## config.mk

```make
export PLATFORM = sky130hd
export DESIGN_NAME = uep_engine
export DESIGN_NICKNAME = d
export VERILOG_FILES = /design/src/uep_pkg.sv /design/src/uep_setup_mem.sv /design/src/uep_engine.sv
export SDC_FILE = /design/constraint.sdc
export NUM_CORES = 1
export LEC_CHECK = 0
export BUFFER_PORTS_ARGS = -buffer_cell sky130_fd_sc_hd__buf_2
export CORE_UTILIZATION = 25
export CTS_CLUSTER_SIZE = 16
export DETAILED_ROUTE_END_ITERATION = 8
export PLACE_DENSITY = 0.42
export SLEW_MARGIN = 10
export SYNTH_ARGS = -nofsm -noshare
export SYNTH_HDL_FRONTEND = slang
export SYNTH_HIERARCHICAL = 1
export SYNTH_SLANG_ARGS = --single-unit
export TNS_END_PERCENT = 10
```

## constraint.sdc

```tcl
create_clock -name pclk -period 9.05 [get_ports pclk]
set_clock_uncertainty 0.1 [all_clocks]
set_input_delay 0.905 -clock pclk [delete_from_list [all_inputs] [get_ports pclk]]
set_output_delay 0.905 -clock pclk [all_outputs]
set_load 0.1 [all_outputs]
```

## src/uep_pkg.sv

```systemverilog
// Constants and types for the endpoint transaction engine
package uep_pkg;
    // Register byte offsets
    localparam logic [7:0] A_MODE = 8'h00;
    localparam logic [7:0] A_CMD = 8'h04;
    localparam logic [7:0] A_SETUP_STAT = 8'h08;
    localparam logic [7:0] A_PRIME = 8'h0C;
    localparam logic [7:0] A_STATUS = 8'h10;
    localparam logic [7:0] A_EPCTRL = 8'h14;
    localparam logic [7:0] A_RX_QH = 8'h18;
    localparam logic [7:0] A_TX_QH = 8'h1C;
    localparam logic [7:0] A_RX_TD = 8'h20;
    localparam logic [7:0] A_TX_TD = 8'h24;
    localparam logic [7:0] A_RX_NX = 8'h28;
    localparam logic [7:0] A_TX_NX = 8'h2C;
    localparam logic [7:0] A_SETUP0 = 8'h30;
    localparam logic [7:0] A_SETUP1 = 8'h34;
    localparam logic [7:0] A_ERR = 8'h38;
    // Field positions
    localparam int EP_TYPE_LSB = 2;
    localparam int QH_ZLTERM_BIT = 15;
    localparam int QH_MUL_LSB = 16;
    localparam int TD_TERM_BIT = 16;
    localparam int TD_BERR_BIT = 30;
    localparam int TD_ACT_BIT = 31;
    // Widths
    localparam int BW = 15;
    localparam int LW = 11;
    // Reset values
    localparam logic [LW-1:0] MPL_RST = 11'h000;
    localparam logic [1:0] EP_TYPE_RST = 2'h0;
    // Descriptor fetch time during a prime
    localparam int CLK_PERIOD_NS = 25;
    localparam int PRIME_FETCH_NS = 100;
    localparam int PRIME_CYC = (PRIME_FETCH_NS + CLK_PERIOD_NS - 1) / CLK_PERIOD_NS;
    localparam logic [2:0] PRIME_LAST = 3'(PRIME_CYC - 1);
    // Endpoint types
    typedef enum logic [1:0] {
        EP_CTRL = 2'b00,
        EP_ISO = 2'b01,
        EP_BULK = 2'b10,
        EP_INTR = 2'b11
    } uep_eptype_t;
    // Tokens from the link
    typedef enum logic [2:0] {
        TOK_SETUP = 3'b000,
        TOK_IN = 3'b001,
        TOK_OUT = 3'b010,
        TOK_PING = 3'b011,
        TOK_BAD = 3'b111
    } uep_tok_t;
    // Answers to the link
    typedef enum logic [2:0] {
        RSP_NONE = 3'b000,
        RSP_ACK = 3'b001,
        RSP_NAK = 3'b010,
        RSP_STALL = 3'b011,
        RSP_NYET = 3'b100,
        RSP_DATA = 3'b101,
        RSP_BSERR = 3'b110
    } uep_rsp_t;
    // Transmit handshake wait
    typedef enum logic {
        TXS_IDLE = 1'b0,
        TXS_WAIT = 1'b1
    } uep_txs_t;
endpackage

```

## src/uep_setup_mem.sv

```systemverilog
// Eight-byte setup packet store with registered read port
`timescale 1ns/100ps
module uep_setup_mem (
    // Clock and reset
    input wire logic pclk,
    input wire logic presetn,
    // Write side
    input wire logic we,
    input wire logic [63:0] wdata,
    // Read side
    input wire logic raddr,
    output logic [31:0] rdata
);
    logic [1:0][31:0] mem;

    always_ff @(posedge pclk or negedge presetn) begin
        if (!presetn) begin
            mem <= 64'h0;
            rdata <= 32'h0;
        end else begin
            if (we) begin
                mem <= wdata;
            end
            rdata <= mem[raddr];
        end
    end
endmodule

```

## src/uep_engine.sv

```systemverilog
// Bulk, interrupt and control endpoint transaction engine with APB registers
//
// Implementation choices: the placing of the registers and the APB register port.
`timescale 1ns/100ps
//
// Contract
// Unprimed endpoint answers IN and OUT with NAK
// Without termination flag, exact multiple ends with empty packet
// With termination flag, rounded-up count, no empty tail
// Software keeps packet multiplier at zero
// Transmit descriptor completes with zero bytes left
// Receive completes on all packets or short packet
// Long packet: buffer error, flush, bus error
// On completion clear active, chain or flush
// Failed descriptor stays current until software repairs
// Packet faults retried without software action
// Bulk IN matrix; setup and invalid ignored
// OUT and PING matrix by stall and prime
// Accepted OUT gets ACK if packets remain, else NYET
// Control setup always acknowledged unless lockout engaged
// Software sets lockout mode bit at initialization
// Software copies setup under tripwire semaphore
// Setup received bit cleared by writing one
// Prime ends: primed bit set on success only
// New setup clears primed status of control endpoint
// Software rechecks setup status after priming
// Software primes zero-length status descriptor
// Control IN matrix with underflow bit-stuff error
// Stored new setup clears the tripwire bit
// Completed prime shows endpoint primed
module uep_engine (
    // Clock and reset
    input wire logic pclk,
    input wire logic presetn,
    // APB slave
    input wire logic [7:0] paddr,
    input wire logic psel,
    input wire logic penable,
    input wire logic pwrite,
    input wire logic [31:0] pwdata,
    output logic [31:0] prdata,
    output logic pready,
    output logic pslverr,
    // Tokens from the link
    input wire logic tok_valid,
    input wire uep_pkg::uep_tok_t tok_pid,
    input wire logic [10:0] tok_len,
    input wire logic tok_crc_ok,
    input wire logic tok_overflow,
    input wire logic tok_underflow,
    input wire logic tx_done,
    input wire logic tx_acked,
    input wire logic [63:0] setup_data,
    // Answers to the link
    output logic resp_valid,
    output uep_pkg::uep_rsp_t resp_code,
    output logic [10:0] resp_len,
    // Error level
    output logic bus_err_irq
);
    import uep_pkg::*;

    typedef struct packed {
        logic lockout_mode;
        logic tripwire;
        logic setup_stat;
        logic [1:0] prime;
        logic [1:0] primed;
        logic [1:0] pfail;
        logic [2:0] pcnt;
        logic [1:0] stall;
        logic [1:0] eptype;
        logic [1:0][LW-1:0] mpl;
        logic [1:0] zl_term;
        logic [1:0][1:0] pkt_mul;
        logic [1:0][BW-1:0] td_bytes;
        logic [1:0] td_term;
        logic [1:0] td_act;
        logic [1:0] td_berr;
        logic [1:0][BW-1:0] nx_bytes;
        logic [1:0] nx_term;
        logic [1:0] nx_act;
        uep_txs_t txs;
        logic bus_err;
        logic pready;
        logic pslverr;
        logic [31:0] prdata;
        logic resp_valid;
        uep_rsp_t resp_code;
        logic [LW-1:0] resp_len;
    } uep_st_t;

    uep_st_t st_r;
    uep_st_t st_nxt;
    logic acc;
    logic wr;
    logic ctrl_ep;
    logic setup_ok;
    logic [1:0] ret;
    logic [LW-1:0] psz;
    logic [BW-1:0] rem;
    logic [31:0] rd_mux;
    logic [31:0] mem_rdata;

    function automatic logic addr_ok(input logic [7:0] a);
        addr_ok = (a[1:0] == 2'h0) && (a <= A_ERR);
    endfunction

    // Next packet length: full size or the shorter remainder
    function automatic logic [LW-1:0] pkt_size(input logic [BW-1:0] r,
                                               input logic [LW-1:0] m);
        pkt_size = (r < BW'(m)) ? LW'(r) : m;
    endfunction

    assign acc = psel && penable && !st_r.pready;
    assign wr = psel && penable && st_r.pready && pwrite;
    assign ctrl_ep = (st_r.eptype == EP_CTRL);
    // Lockout engages only while a stored setup is still unread
    assign setup_ok = tok_valid && (tok_pid == TOK_SETUP) && ctrl_ep
                      && (st_r.lockout_mode || !st_r.setup_stat);

    uep_setup_mem u_setup_mem (
        .pclk(pclk),
        .presetn(presetn),
        .we(setup_ok),
        .wdata(setup_data),
        .raddr(paddr[2]),
        .rdata(mem_rdata)
    );

    always_comb begin
        unique case (paddr)
            A_MODE: rd_mux = {31'h0, st_r.lockout_mode};
            A_CMD: rd_mux = {31'h0, st_r.tripwire};
            A_SETUP_STAT: rd_mux = {31'h0, st_r.setup_stat};
            A_PRIME: rd_mux = {30'h0, st_r.prime};
            A_STATUS: rd_mux = {30'h0, st_r.primed};
            A_EPCTRL: rd_mux = {28'h0, st_r.eptype, st_r.stall};
            A_RX_QH, A_TX_QH: rd_mux = {14'h0, st_r.pkt_mul[paddr[2]],
                st_r.zl_term[paddr[2]], 4'h0, st_r.mpl[paddr[2]]};
            A_RX_TD, A_TX_TD: rd_mux = {st_r.td_act[paddr[2]], st_r.td_berr[paddr[2]],
                13'h0, st_r.td_term[paddr[2]], 1'b0, st_r.td_bytes[paddr[2]]};
            A_RX_NX, A_TX_NX: rd_mux = {st_r.nx_act[paddr[2]], 14'h0,
                st_r.nx_term[paddr[2]], 1'b0, st_r.nx_bytes[paddr[2]]};
            A_SETUP0, A_SETUP1: rd_mux = mem_rdata;
            A_ERR: rd_mux = {31'h0, st_r.bus_err};
            default: rd_mux = 32'h0;
        endcase
    end

    always_comb begin
        st_nxt = st_r;
        ret = 2'b00;
        psz = '0;
        rem = '0;
        st_nxt.resp_valid = 1'b0;
        st_nxt.resp_code = RSP_NONE;
        // Two-cycle access phase: read data captured on the same edge that raises pready
        st_nxt.pready = acc;
        if (acc) begin
            st_nxt.prdata = rd_mux;
            st_nxt.pslverr = !addr_ok(paddr);
        end
        // Software writes come first so hardware events override them
        if (wr) begin
            unique case (paddr)
                A_MODE: st_nxt.lockout_mode = pwdata[0];
                A_CMD: st_nxt.tripwire = pwdata[0];
                A_SETUP_STAT: begin
                    if (pwdata[0]) begin
                        st_nxt.setup_stat = 1'b0;
                    end
                end
                A_PRIME: st_nxt.prime = st_r.prime | pwdata[1:0];
                A_EPCTRL: begin
                    st_nxt.stall = pwdata[1:0];
                    st_nxt.eptype = pwdata[EP_TYPE_LSB+:2];
                end
                A_RX_QH, A_TX_QH: begin
                    st_nxt.mpl[paddr[2]] = pwdata[LW-1:0];
                    st_nxt.zl_term[paddr[2]] = pwdata[QH_ZLTERM_BIT];
                    st_nxt.pkt_mul[paddr[2]] = pwdata[QH_MUL_LSB+:2];
                end
                A_RX_TD, A_TX_TD: begin
                    st_nxt.td_bytes[paddr[2]] = pwdata[BW-1:0];
                    st_nxt.td_term[paddr[2]] = pwdata[TD_TERM_BIT];
                    st_nxt.td_berr[paddr[2]] = pwdata[TD_BERR_BIT];
                    st_nxt.td_act[paddr[2]] = pwdata[TD_ACT_BIT];
                end
                A_RX_NX, A_TX_NX: begin
                    st_nxt.nx_bytes[paddr[2]] = pwdata[BW-1:0];
                    st_nxt.nx_term[paddr[2]] = pwdata[TD_TERM_BIT];
                    st_nxt.nx_act[paddr[2]] = pwdata[TD_ACT_BIT];
                end
                A_ERR: begin
                    if (pwdata[0]) begin
                        st_nxt.bus_err = 1'b0;
                    end
                end
                default: st_nxt.pslverr = st_r.pslverr;
            endcase
        end
        // Descriptor fetch; an unusable descriptor fails the prime
        if (|st_r.prime) begin
            st_nxt.pcnt = st_r.pcnt + 3'h1;
            if (st_r.pcnt == PRIME_LAST) begin
                st_nxt.pcnt = 3'h0;
                st_nxt.pfail = 2'b00;
                for (int d = 0; d < 2; d++) begin
                    if (st_r.prime[d]) begin
                        st_nxt.prime[d] = 1'b0;
                        if (st_r.td_act[d] && !st_r.td_berr[d] && (st_r.mpl[d] != '0)
                            && !st_r.pfail[d]) begin
                            st_nxt.primed[d] = 1'b1;
                        end
                    end
                end
            end
        end
        if (tok_valid) begin
            case (tok_pid)
                TOK_SETUP: begin
                    if (setup_ok) begin
                        st_nxt.resp_valid = 1'b1;
                        st_nxt.resp_code = RSP_ACK;
                        st_nxt.setup_stat = 1'b1;
                        st_nxt.tripwire = 1'b0;
                        st_nxt.primed = 2'b00;
                        st_nxt.pfail = st_nxt.prime;
                        st_nxt.stall = 2'b00;
                    end
                end
                TOK_IN: begin
                    st_nxt.resp_valid = 1'b1;
                    if (st_r.stall[1]) begin
                        st_nxt.resp_code = RSP_STALL;
                    end else if (!st_r.primed[1]) begin
                        st_nxt.resp_code = RSP_NAK;
                    end else if (tok_underflow) begin
                        st_nxt.resp_code = RSP_BSERR;
                    end else begin
                        st_nxt.resp_code = RSP_DATA;
                        st_nxt.resp_len = pkt_size(st_r.td_bytes[1], st_r.mpl[1]);
                        st_nxt.txs = TXS_WAIT;
                    end
                end
                TOK_OUT: begin
                    st_nxt.resp_valid = 1'b1;
                    rem = st_r.td_bytes[0] - BW'(tok_len);
                    if (st_r.stall[0]) begin
                        st_nxt.resp_code = RSP_STALL;
                    end else if (!st_r.primed[0] || tok_overflow) begin
                        st_nxt.resp_code = RSP_NAK;
                    end else if (!tok_crc_ok) begin
                        // Silence makes the host resend
                        st_nxt.resp_valid = 1'b0;
                    end else if ((tok_len > st_r.mpl[0])
                                 || (BW'(tok_len) > st_r.td_bytes[0])) begin
                        // Descriptor stays current for software repair
                        st_nxt.resp_valid = 1'b0;
                        st_nxt.td_berr[0] = 1'b1;
                        st_nxt.primed[0] = 1'b0;
                        st_nxt.bus_err = 1'b1;
                    end else begin
                        st_nxt.td_bytes[0] = rem;
                        if ((tok_len < st_r.mpl[0])
                            || (st_r.zl_term[0] && (rem == '0))) begin
                            st_nxt.resp_code = RSP_NYET;
                            ret[0] = 1'b1;
                        end else begin
                            st_nxt.resp_code = RSP_ACK;
                        end
                    end
                end
                TOK_PING: begin
                    st_nxt.resp_valid = 1'b1;
                    if (st_r.stall[0]) begin
                        st_nxt.resp_code = RSP_STALL;
                    end else if (!st_r.primed[0]) begin
                        st_nxt.resp_code = RSP_NAK;
                    end else begin
                        st_nxt.resp_code = RSP_ACK;
                    end
                end
                default: st_nxt.resp_valid = 1'b0;
            endcase
        end
        // Unacknowledged transmit leaves the descriptor for a retry
        if (tx_done && (st_r.txs == TXS_WAIT)) begin
            st_nxt.txs = TXS_IDLE;
            if (tx_acked && st_r.primed[1]) begin
                psz = pkt_size(st_r.td_bytes[1], st_r.mpl[1]);
                st_nxt.td_bytes[1] = st_r.td_bytes[1] - BW'(psz);
                if (st_r.zl_term[1] ? (st_nxt.td_bytes[1] == '0)
                                    : (psz < st_r.mpl[1])) begin
                    ret[1] = 1'b1;
                end
            end
        end
        for (int d = 0; d < 2; d++) begin
            if (ret[d]) begin
                st_nxt.td_act[d] = 1'b0;
                if (!st_r.td_term[d] && st_r.nx_act[d]) begin
                    st_nxt.td_bytes[d] = st_r.nx_bytes[d];
                    st_nxt.td_term[d] = st_r.nx_term[d];
                    st_nxt.td_act[d] = 1'b1;
                    st_nxt.nx_act[d] = 1'b0;
                end else begin
                    st_nxt.primed[d] = 1'b0;
                end
            end
        end
    end

    always_ff @(posedge pclk or negedge presetn) begin
        if (!presetn) begin
            st_r <= '0;
            st_r.mpl <= {MPL_RST, MPL_RST};
            st_r.eptype <= EP_TYPE_RST;
            st_r.td_term <= 2'b11;
            st_r.nx_term <= 2'b11;
            st_r.txs <= TXS_IDLE;
            st_r.resp_code <= RSP_NONE;
        end else begin
            st_r <= st_nxt;
        end
    end

    assign prdata = st_r.prdata;
    assign pready = st_r.pready;
    assign pslverr = st_r.pslverr;
    assign resp_valid = st_r.resp_valid;
    assign resp_code = st_r.resp_code;
    assign resp_len = st_r.resp_len;
    assign bus_err_irq = st_r.bus_err;
endmodule

```

==> results by group, run 1 <==
Outcome
  • Status: finished, final reports clean

Place
  • Port buffer count: 166
  • HPWL Detailed: 36600 µm
  • Placed cell count: 2267
  • Worst slack at placement: 1.83 ns
  • Gpl congestion: 0.844

Floorplanning
  • CORE AREA: 0.0594 mm²
  • Die W: 248 µm
  • Initial Utilization: 25.5%
  • Core Rows: 89
  • Die ar.: 0.0615 mm²
  • Chip Height: 248 µm
  • Io pins: 179

Clock tree
  • Clock Path Buffers: 3
  • CTS Buf Count: 34
  • Clock root buffer: clkbuf_16
  • Hold_buf cts: 0
  • Post-CTS setup buffers: 0
  • Post_cts resized: 0
  • Clock transition at the registers of the reported paths: 0.06 ns
  • H-tree levels: 2
  • Worst skew pair latency: 0.56 ns
  • Sink Count: 261
  • CTS tree: built

STA
  • Setup-failing EPs final: 0
  • Highest clock rate: 139 MHz
  • Final Worst Setup Slack: 1.84 ns
  • Final Hold Viols: 0
  • RSZ-0062 raised after global routing: false
  • Fin crit share: 79.7%
  • Fin. max-slew vios: 0
  • Final TNS setup: 0 ns
  • Worst-margin pin slew: 1.12 ns
  • Slew headroom: 25.3%
  • Final Critical Period: 7.21 ns

Layout
  • Cell Count, Final, Fillers Out: 2326
  • Filler instances: 6241
  • Ratio of cells with drive above 1 in the final layout: 28.9%
  • Area growth syn-to-layout: 15.7%
  • Final nets: 1709
  • Multi-input logic area: 0.00760 mm²
  • FF/Latch Area: 0.00654 mm²
  • Most frequent cells in the layout: dfrtp_1 (257), buf_2 (165), nor2_1 (111)
  • Most common cell after layout, fill and taps aside: dfrtp_1
  • Core Util, Final: 29.5%

Power and ir drop
  • PwrDens: 278 mW/mm²
  • Lkg Pwr: 8.09 nW
  • Pwr Total: 4.86 mW
  • Maximum vdd drop: 0.155 mV

Global routing
  • Grt total ovfl: 0
  • All-layer global routing usage: 15.9%
  • Vias in the first global route: 11.6k
  • Largest net degree at the start of global routing: 85
  • First-pass GRT wire length: 73900 µm
  • Initial antenna violation count: 15

Setup path
  • CP Data Arrival Time: 7.55 ns
  • Worst EP required: 9.38 ns
  • Startpoint types: flip-flop
  • WS Path Type: flip-flop to flip-flop
  • Crit end category: flip-flop
  • Max FO, Critical Path: 18

Synthesis
  • Synth Warn #: 6
  • Synthesized Nets: 1610
  • Syn Inst Count: 1431
  • Synth async-reset ratio: 100%
  • Share of the synthesized area in the top cell type: 42.5%
  • Ranking of synthesized cells by area: dfrtp_1 (43%), mux2_2 (7.9%), mux2_4 (7.1%), ha_1 (4.1%), o21ai_0 (3.2%)
  • Seq/Total Area, Yosys: 43.2%
  • Cell area after synthesis: 0.0151 mm²
  • Mean post-synth cell area: 10.6 µm²
  • Synth area leader: dfrtp_1
  • Post-synth EDFFs: 0
  • Synth cell types: 87
  • Ys flop type: dfrtp_1
  • #FFs+latches synth: 261

Detailed routing
  • First-pass iteration count of the detailed router: 5
  • Final WL: 48900 µm
  • Antenna viol nets, final: 0
  • Detailed-route via count: 11.4k
  • Initial detailed-routing violation count: 677
  • DRC Markers: 0
  • Average routed wire per standard cell: 21.0 µm
  • Via-to-Cell Ratio: 4.90

Run
  • MaxCap Viol Count: 0

Worst hold path
  • Hold WC Path Type: input pin to asynchronous set/reset pin
## where the power goes
part	switching (mW)	internal (mW)
combinational	1.08	0.719
sequential	0.202	1.41
clock	0.552	0.902
total	1.83	3.03
## per-layer routing
metal / share of wire (%) / track usage [%] / vias up
li1: - / - / 5380
met5: 0.20 / 0 / -
met1: 47 / 21.8 / 5657
met2: 45 / 25.0 / 274
met4: 2.0 / 3.70 / 16
met3: 5.8 / 4.08 / 73
## synthesized netlist by cell type, drive strengths merged (12+ instances only)
library cell,instances
dfrtp,257
nand2,98
nor2b,19
clkbuf,55
nor2,111
nor4,12
nand4,17
a31oi,28
mux2i,38
a22oi,17
a22o,15
mux2,177
a21o,17
inv,54
nor3,29
o21ai,98
a211oi,13
a221oi,23
nand2b,15
ha,49
buf,67
a21oi,47
nand3,26
## worst paths after layout
path / from / to / slack (ns) / depth (start not counted)
max: st_r[140]$_DFFE_PN0P_ / st_r[112]$_DFF_PN0_ / 1.84 / 22
min: presetn / st_r[118]$_DFF_PN0_ / 0.24 / 1
max reg2reg: st_r[140]$_DFFE_PN0P_ / st_r[112]$_DFF_PN0_ / 1.84 / 22
min reg2reg: u_setup_mem/rdata[28]$_DFF_PN0_ / prdata[28]$_DFFE_PN0P_ / 0.36 / 1
max in group asynchronous: presetn / prdata[21]$_DFFE_PN0P_ / 6.68 / 3
min in group pclk: u_setup_mem/rdata[28]$_DFF_PN0_ / prdata[28]$_DFFE_PN0P_ / 0.36 / 1
## critical path: stages, from the launching register on
cell and delay [ns]:
dfrtp_1 0.55, inv_1 0.15, ha_1 0.32, a21o_1 0.19, a31oi_1 0.31, or3_1 0.44, nand3_2 0.48, nand2_1 0.18
o21ai_0 0.17, ha_1 0.31, inv_1 0.12, ha_1 0.32, or2_2 0.18, nor2_1 0.05, o311ai_1 0.45, o311ai_2 0.22
a21boi_1 0.23, o211ai_1 0.18, o2111ai_1 0.36, xnor2_1 0.15, or4_1 0.42, o41a_1 0.73, mux2_4 0.45
## state kept, by name, indices dropped and copies added (netlist names)
| signal | flops |
|---|---|
| st_r | 115 |
| resp_code | 3 |
| pslverr | 1 |
| bus_err_irq | 1 |
| resp_len | 11 |
| u_setup_mem/rdata | 32 |
| pready | 1 |
| u_setup_mem/mem | 64 |
| prdata | 32 |
| resp_valid | 1 |
## logic make-up after synthesis
group / synth area share, %
flip-flops: 43.2
AND/OR/NAND/NOR: 12.5
AO/OA/AOI/OAI: 14.7
multiplexers: 17.5
XOR/XNOR: 1.04
adder cells (fa/ha/maj): 4.32
buffers and inverters: 6.68
## per-stage QoR
| stage | instance area (µm²) | hold slack [ns] |
|---|---|---|
| 2_1_floorplan | 15100 | 0.343 |
| 3_3_place_gp | 16300 | 0.347 |
| 3_5_place_dp | 16300 | 0.350 |
| 4_1_cts | 17500 | 0.295 |
| 5_1_grt | 17500 | 0.286 |
| 6_report | 17500 | 0.238 |
## cell type report
type | instances | share of cell area [%]
diodes | 2 | 0.0286
clock buffers | 45 | 5.56
clock inverters | 12 | 1.27
inverters | 55 | 1.18
multi-input cells | 993 | 43.4
flip-flops and latches | 261 | 37.4
well taps | 773 | 5.53
repair buffers | 185 | 5.62
No activity file was read; power rests on OpenSTA's default activity.
==> run 2: changes to the inputs <==
- PLACE_DENSITY: 0.42 -> 0.43
- clock period: 9.05 -> 6.5 ns (I/O delays scaled with it)
==> run 2 against run 1 <==
  * Worst setup slack worse by 1.3 ns
  * Clock-buffer cell count down 1
  * Non-clock buffer count up 27
  * Critical path type unchanged
  * Via count up 1.3%
  * Register-to-register slack worse by 1.3 ns
  * Worst hold slack worse by 0.060 ns
  * Combinational power up 48%
==> results by group, run 2 (synthesis gave the netlist of run 1 again) <==
Outcome
  • Status: finished, final reports clean

Layout
  • Largest regs: st_r: 115 flops, u_setup_mem/mem: 64 flops
  • Register name with the most flops: st_r
  • Ratio of cells with drive above 1 in the final layout: 29.8% (+0.92 points)
  • Final nets: 1733 (+1.4%)
  • Most common cell after layout, fill and taps aside: dfrtp_1
  • Design area: 0.0176 mm² (+0.44%)
  • Largest register FFs: 115 (unchanged)
  • Area growth syn-to-layout: 16.2%
  • Most frequent cells in the layout: dfrtp_1 (257), buf_2 (165), nor2_1 (111)
  • Cell Count, Final, Fillers Out: 2354 (+1.2%)
  • Filler instances: 6251 (+0.16%)

STA
  • Highest clock rate: 167 MHz (+20%)
  • RSZ-0062 raised after global routing: false
  • Fin. max-slew vios: 0 (unchanged)
  • Final Hold Slack: 0.178 ns (-0.0603 ns)
  • Slew headroom: 29.8% (+4.5 points)
  • Final Hold Viols: 0 (unchanged)
  • Final TNS setup: 0 ns (unchanged)
  • Setup-failing EPs final: 0 (unchanged)
  • Worst-margin pin slew: 1.05 ns (-0.0719 ns)
  • Fin crit share: 92.2% (+12 points)
  • Final Critical Period: 5.99 ns (-1.22 ns)

Detailed routing
  • Final WL: 49500 µm (+1.1%)
  • First-pass iteration count of the detailed router: 5 (unchanged)
  • DRC Markers: 0 (unchanged)
  • Antenna viol nets, final: 0 (unchanged)
  • Initial detailed-routing violation count: 790 (+17%)
  • Average routed wire per standard cell: 21.0 µm (about the same)
  • Via-to-Cell Ratio: 4.91 (+0.14%)
  • Detailed-route via count: 11.6k (+1.3%)

Place
  • Placed Area: 0.0165 mm² (+1.4%)
  • Placed cell count: 2293 (+1.1%)
  • Gpl congestion: 0.851 (+0.82%)
  • Port buffer count: 166 (unchanged)
  • HPWL Detailed: 37200 µm (+1.6%)

Power and ir drop
  • Internal power: 4.06 mW (+34%)
  • Flop pwr share: 33.3% (+0.2 points)
  • Comb pwr share: 40.2% (+3.2 points)
  • Maximum vdd drop: 0.203 mV (+31%)
  • Pwr Total: 6.65 mW (+37%)
  • Switching power total: 2.59 mW (+41%)
  • PwrDens: 378 mW/mm² (+36%)
  • Sw Share: 38.9% (+1.2 points)
  • Power share of the clock group: 26.5% (-3.4 points)
  • Lkg Pwr: 8.15 nW (+0.81%)

Floorplanning
  • Die W: 248 µm (unchanged)
  • Io pins: 179 (unchanged)
  • Core Rows: 89 (unchanged)
  • CORE AREA: 0.0594 mm² (unchanged)
  • Die ar.: 0.0615 mm² (unchanged)
  • Initial Utilization: 25.5% (unchanged)
  • Chip Height: 248 µm (unchanged)

Clock tree
  • Worst skew pair latency: 0.59 ns (+0.03 ns)
  • Post_cts resized: 0 (unchanged)
  • Clock Path Buffers: 3 (unchanged)
  • Sink Count: 261 (unchanged)
  • CTS Buf Count: 31 (-8.8%)
  • H-tree levels: 1 (-1)
  • Clock transition at the registers of the reported paths: 0.06 ns (about the same)
  • Post-CTS setup buffers: 0 (unchanged)
  • Clock root buffer: clkbuf_16
  • CTS tree: built

Setup path
  • Max FO, Critical Path: 17 (-1)
  • WS Path Type: flip-flop to flip-flop
  • Startpoint types: flip-flop
  • CP Data Arrival Time: 6.36 ns (-1.19 ns)
  • Crit end category: flip-flop
  • Worst EP required: 6.86 ns (-2.52 ns)

Worst hold path
  • Hold WC Path Type: input pin to flip-flop

Global routing
  • Largest net degree at the start of global routing: 147 (+73%)
  • Vias in the first global route: 11.7k (+1.6%)
  • Grt total ovfl: 0 (unchanged)
  • All-layer global routing usage: 16.1% (+0.17 points)
  • Initial antenna violation count: 12 (-3)
  • First-pass GRT wire length: 75400 µm (+2.0%)

Run
  • MaxCap Viol Count: 0 (unchanged)
==> run 2: cell types whose count changed in the layout (fill, tap and decap cells not counted), sizes merged <==
cell | previous run | this run
buf | 185 | 211
bufinv | 5 | 2
clkinvlp | 0 | 2
diode | 2 | 4
clkbuf | 45 | 44
clkinv | 6 | 7
dlygate4sd3 | 0 | 1
==> run 2: repair_timing <==
| action | CTS | global route |
|---|---|---|
| setup endpoints to repair | 0 | 0 |
| hold buffers | 1 | 0 |
| hold endpoints to repair | 46 | 0 |
==> run 2: cell type report <==
class                   count  area, µm²  share of cell area [%]
multi-input cells         993       7600                    43.3
flip-flops and latches    261       6540                    37.2
repair buffers            212       1210                    6.91
well taps                 773        967                    5.51
clock buffers              44        895                    5.09
inverters                  55        206                    1.18
clock inverters            12        134                   0.762
diodes                      4       10.0                  0.0570
==> run 2: worst paths after layout <==
path / cells after the start / to / startpoint / slack [ns]
max: 24 / st_r[118]$_DFF_PN0_ / st_r[143]$_DFFE_PN0P_ / 0.51
min: 2 / u_setup_mem/mem[41]$_DFFE_PN0P_ / setup_data[41] / 0.18
min in group asynchronous: 2 / resp_len[8]$_DFFE_PN0P_ / presetn / 0.48
max in group asynchronous: 3 / u_setup_mem/rdata[21]$_DFF_PN0_ / presetn / 4.59
max reg2reg: 24 / st_r[118]$_DFF_PN0_ / st_r[143]$_DFFE_PN0P_ / 0.51
min reg2reg: 1 / prdata[18]$_DFFE_PN0P_ / u_setup_mem/rdata[18]$_DFF_PN0_ / 0.36
==> run 2: critical path, stage by stage, from the launching register on <==
cell       delay, ns
dfrtp_1         0.48
inv_1           0.18
ha_1            0.34
nand2_1         0.06
o21a_1          0.20
or2_2           0.40
nand3_2         0.16
nand2_1         0.06
o21ai_0         0.17
ha_1            0.36
inv_1           0.10
ha_1            0.26
or2_2           0.30
nor2_1          0.15
o311ai_1        0.11
buf_4           0.16
o311ai_2        0.09
a21boi_1        0.15
o211ai_1        0.32
o2111ai_1       0.22
xnor2_1         0.21
or4_1           0.45
o41a_1          0.37
buf_12          0.18
mux2_4          0.30
==> run 2: metrics by stage <==
step / worst slack [ns] / utilization (%)
final: 0.506 / 29.6
after global routing: 0.161 / 29.6
after CTS: 0.540 / 29.6
after detailed placement: 0.566 / 27.8
after global placement: 0.657 / 27.8
after floorplan: 0.709 / -
==> run 2: routing by layer <==
| metal | part of all wire [%] | GRT usage (%) |
|---|---|---|
| met4 | 2.0 | 3.30 |
| met5 | 0.12 | 0 |
| met1 | 47 | 22.6 |
| met3 | 6.2 | 3.70 |
| met2 | 45 | 25.1 |
==> run 2: power groups by stage <==
stage | Combinational, mW | Clock, mW | Sequential [mW]
floorplan | 2.05 | 0 | 2.13
global placement | 2.65 | 0 | 2.23
detailed placement | 2.66 | 0 | 2.24
CTS | 2.68 | 1.82 | 2.21
global route | 2.90 | 1.89 | 2.26
finish | 2.67 | 1.76 | 2.21
==> run 3: changes to the inputs <==
- CORE_UTILIZATION: 25 -> 50
- PLACE_DENSITY: 0.43 -> 0.74
==> run 3 against run 2 <==
  * Register-to-register slack worse by 0.05 ns
  * Highest routed layer unchanged
  * Sequential cell count is the same
  * Combinational power is 4% lower
  * Clock power down 3%
  * Clock-buffer cell count down 3
  * Largest cell class unchanged
  * Total power down 2.2%
  * Utilization rose by 27 points
  * First-iteration DRC count is 22% higher
  * Worst setup slack got worse by 0.053 ns
  * Largest power group unchanged
  * Critical endpoint is now st_r[112]$_DFF_PN0_
  * Wire length fell by 19%
  * Global-route usage grew 9.8 points
==> results by group, run 3 (synthesis gave the netlist of run 1 again) <==
Outcome
  • Status: finished, final reports clean

Power and ir drop
  • Internal power: 4.03 mW (-0.64%)
  • Sw Share: 38.0% (-0.95 points)
  • Pwr Total: 6.50 mW (-2.2%)
  • PwrDens: 385 mW/mm² (+1.8%)
  • Lkg Pwr: 8.02 nW (-1.6%)
  • Flop pwr share: 34.3% (+1.0 points)
  • Switching power total: 2.47 mW (-4.5%)
  • Maximum vdd drop: 0.257 mV (+27%)
  • Comb pwr share: 39.3% (-0.9 points)
  • Power share of the clock group: 26.3% (-0.2 points)

Clock tree
  • CTS tree: built
  • Clock Path Buffers: 3 (unchanged)
  • Hold_buf cts: 0 (-1)
  • Worst skew pair latency: 0.55 ns (-0.04 ns)
  • Post-CTS setup buffers: 0 (unchanged)
  • Clock root buffer: clkbuf_16
  • Post_cts resized: 0 (unchanged)
  • Clock transition at the registers of the reported paths: 0.07 ns (about the same)
  • H-tree levels: 1 (unchanged)
  • Sink Count: 261 (unchanged)
  • CTS Buf Count: 29 (-6.5%)

Setup path
  • Crit end category: flip-flop
  • Worst setup startpoint: st_r[147]$_DFFE_PN0P_
  • Worst reg2reg startpoint: st_r[147]$_DFFE_PN0P_
  • CP Data Arrival Time: 6.36 ns (about the same)
  • R2R depth: 18 (-25%)
  • Startpoint types: flip-flop
  • Worst EP required: 6.81 ns (-0.05 ns)
  • WS Path Type: flip-flop to flip-flop
  • FF-to-FF End: st_r[112]$_DFF_PN0_
  • FF-to-FF setup slack: 0.45 ns (-0.05 ns)
  • Max FO, Critical Path: 17 (unchanged)

Layout
  • Antenna diodes: 0 (-4)
  • Cell Count, Final, Fillers Out: 1944 (-17%)
  • Core Util, Final: 56.8% (+27 points)
  • Most frequent cells in the layout: dfrtp_1 (257), buf_2 (165), nor2_1 (111)
  • Largest register FFs: 115 (unchanged)
  • Final nets: 1711 (-1.3%)
  • Register name with the most flops: st_r
  • Ratio of cells with drive above 1 in the final layout: 28.8% (-1.0 points)
  • Most common cell after layout, fill and taps aside: dfrtp_1
  • Largest regs: st_r: 115 flops, u_setup_mem/mem: 64 flops
  • Area growth syn-to-layout: 11.7%
  • Filler instances: 2517 (-60%)

Global routing
  • Grt total ovfl: 0 (unchanged)
  • Vias in the first global route: 11.5k (-2.4%)
  • Largest net degree at the start of global routing: 155 (+5.4%)
  • Initial antenna violation count: 2 (-10)
  • First-pass GRT wire length: 63300 µm (-16%)
  • All-layer global routing usage: 25.9% (+9.8 points)

Detailed routing
  • Average routed wire per standard cell: 20.7 µm (-1.6%)
  • Final WL: 40200 µm (-19%)
  • Initial detailed-routing violation count: 962 (+22%)
  • DRC Markers: 0 (unchanged)
  • Detailed-route via count: 11.7k (+1.1%)
  • Via-to-Cell Ratio: 6.01 (+22%)
  • Antenna viol nets, final: 0 (unchanged)
  • First-pass iteration count of the detailed router: 7 (+2)

STA
  • Final Hold Slack: 0.0413 ns (-0.137 ns)
  • RSZ-0062 raised after global routing: false
  • Highest clock rate: 165 MHz (-0.88%)
  • Final TNS setup: 0 ns (unchanged)
  • Setup-failing EPs final: 0 (unchanged)
  • Fin crit share: 93.0% (+0.82 points)
  • Slew headroom: 27.6% (-2.2 points)
  • Fin. max-slew vios: 0 (unchanged)
  • Worst-margin pin slew: 1.08 ns (+0.0324 ns)
  • Final Hold Viols: 0 (unchanged)
  • Final Critical Period: 6.05 ns (+0.0531 ns)

Run
  • MaxCap Viol Count: 0 (unchanged)

Floorplanning
  • Chip Height: 176 µm (-29%)
  • Initial Utilization: 50.9% (+25 points)
  • Io pins: 179 (unchanged)
  • CORE AREA: 0.0297 mm² (-50%)
  • Die ar.: 0.0309 mm² (-50%)
  • Die W: 176 µm (-29%)
  • Core Rows: 63 (-29%)

Place
  • Port buffer count: 166 (unchanged)
  • Gpl congestion: 0.920 (+8.2%)
  • Placed cell count: 1891 (-18%)
  • HPWL Detailed: 29300 µm (-21%)

Worst hold path
  • Hold WC Path Type: input pin to asynchronous set/reset pin
-- run 3: cell type report --
cell class              instances  area [µm²]  area share, %
clock buffers                  41         821           4.86
repair buffers                192        1060           6.28
multi-input cells             993        7600           45.0
well taps                     390         488           2.89
clock inverters                12         176           1.04
inverters                      55         206           1.22
flip-flops and latches        261        6540           38.7
-- run 3: stage by stage --
step / setup slack [ns] / area (µm²)
2_1_floorplan: 0.709 / 15100
3_3_place_gp: 0.689 / 15900
3_5_place_dp: 0.567 / 15900
4_1_cts: 0.538 / 16900
5_1_grt: 0.0570 / 16900
6_report: 0.453 / 16900
-- run 3: power by group through the flow --
stage	combinational, mW	clock (mW)	sequential (mW)
5_1_grt	2.77	1.80	2.27
6_report	2.56	1.71	2.23
2_1_floorplan	2.05	0	2.13
3_3_place_gp	2.48	0	2.23
4_1_cts	2.54	1.73	2.22
3_5_place_dp	2.52	0	2.25
-- run 3: worst max path at each step --
stage	end	slack, ns	cells after the start
floorplan	st_r[112]$_DFF_PN0_	0.71	26
global placement	st_r[112]$_DFF_PN0_	0.69	18
detailed placement	st_r[118]$_DFF_PN0_	0.57	18
CTS	st_r[112]$_DFF_PN0_	0.54	18
global route	st_r[112]$_DFF_PN0_	0.06	18
finish	st_r[112]$_DFF_PN0_	0.45	18
-- run 3: worst max-delay path, stage by stage (launching register included) --
cell and delay [ns]:
dfrtp_1 0.52, inv_1 0.17, ha_1 0.33, nand4_1 0.24, or2_2 0.49, nand3_2 0.14, buf_4 0.26, mux2i_1 0.34
ha_1 0.42, o21ai_0 0.23, or2_2 0.33, a311oi_2 0.44, a21oi_2 0.11, a2111oi_4 0.33, nand2_1 0.10, or4_1 0.51
o41a_1 0.31, buf_4 0.23, mux2_4 0.31
-- run 3: per-layer routing --
metal  track usage, %  up-vias  share of wire (%)
met5                0        -              0.060
met4             9.86        4                3.6
met3             4.09       91                7.2
met2             40.6      488                 45
met1             36.1     5722                 44
li1                 -     5380                  -
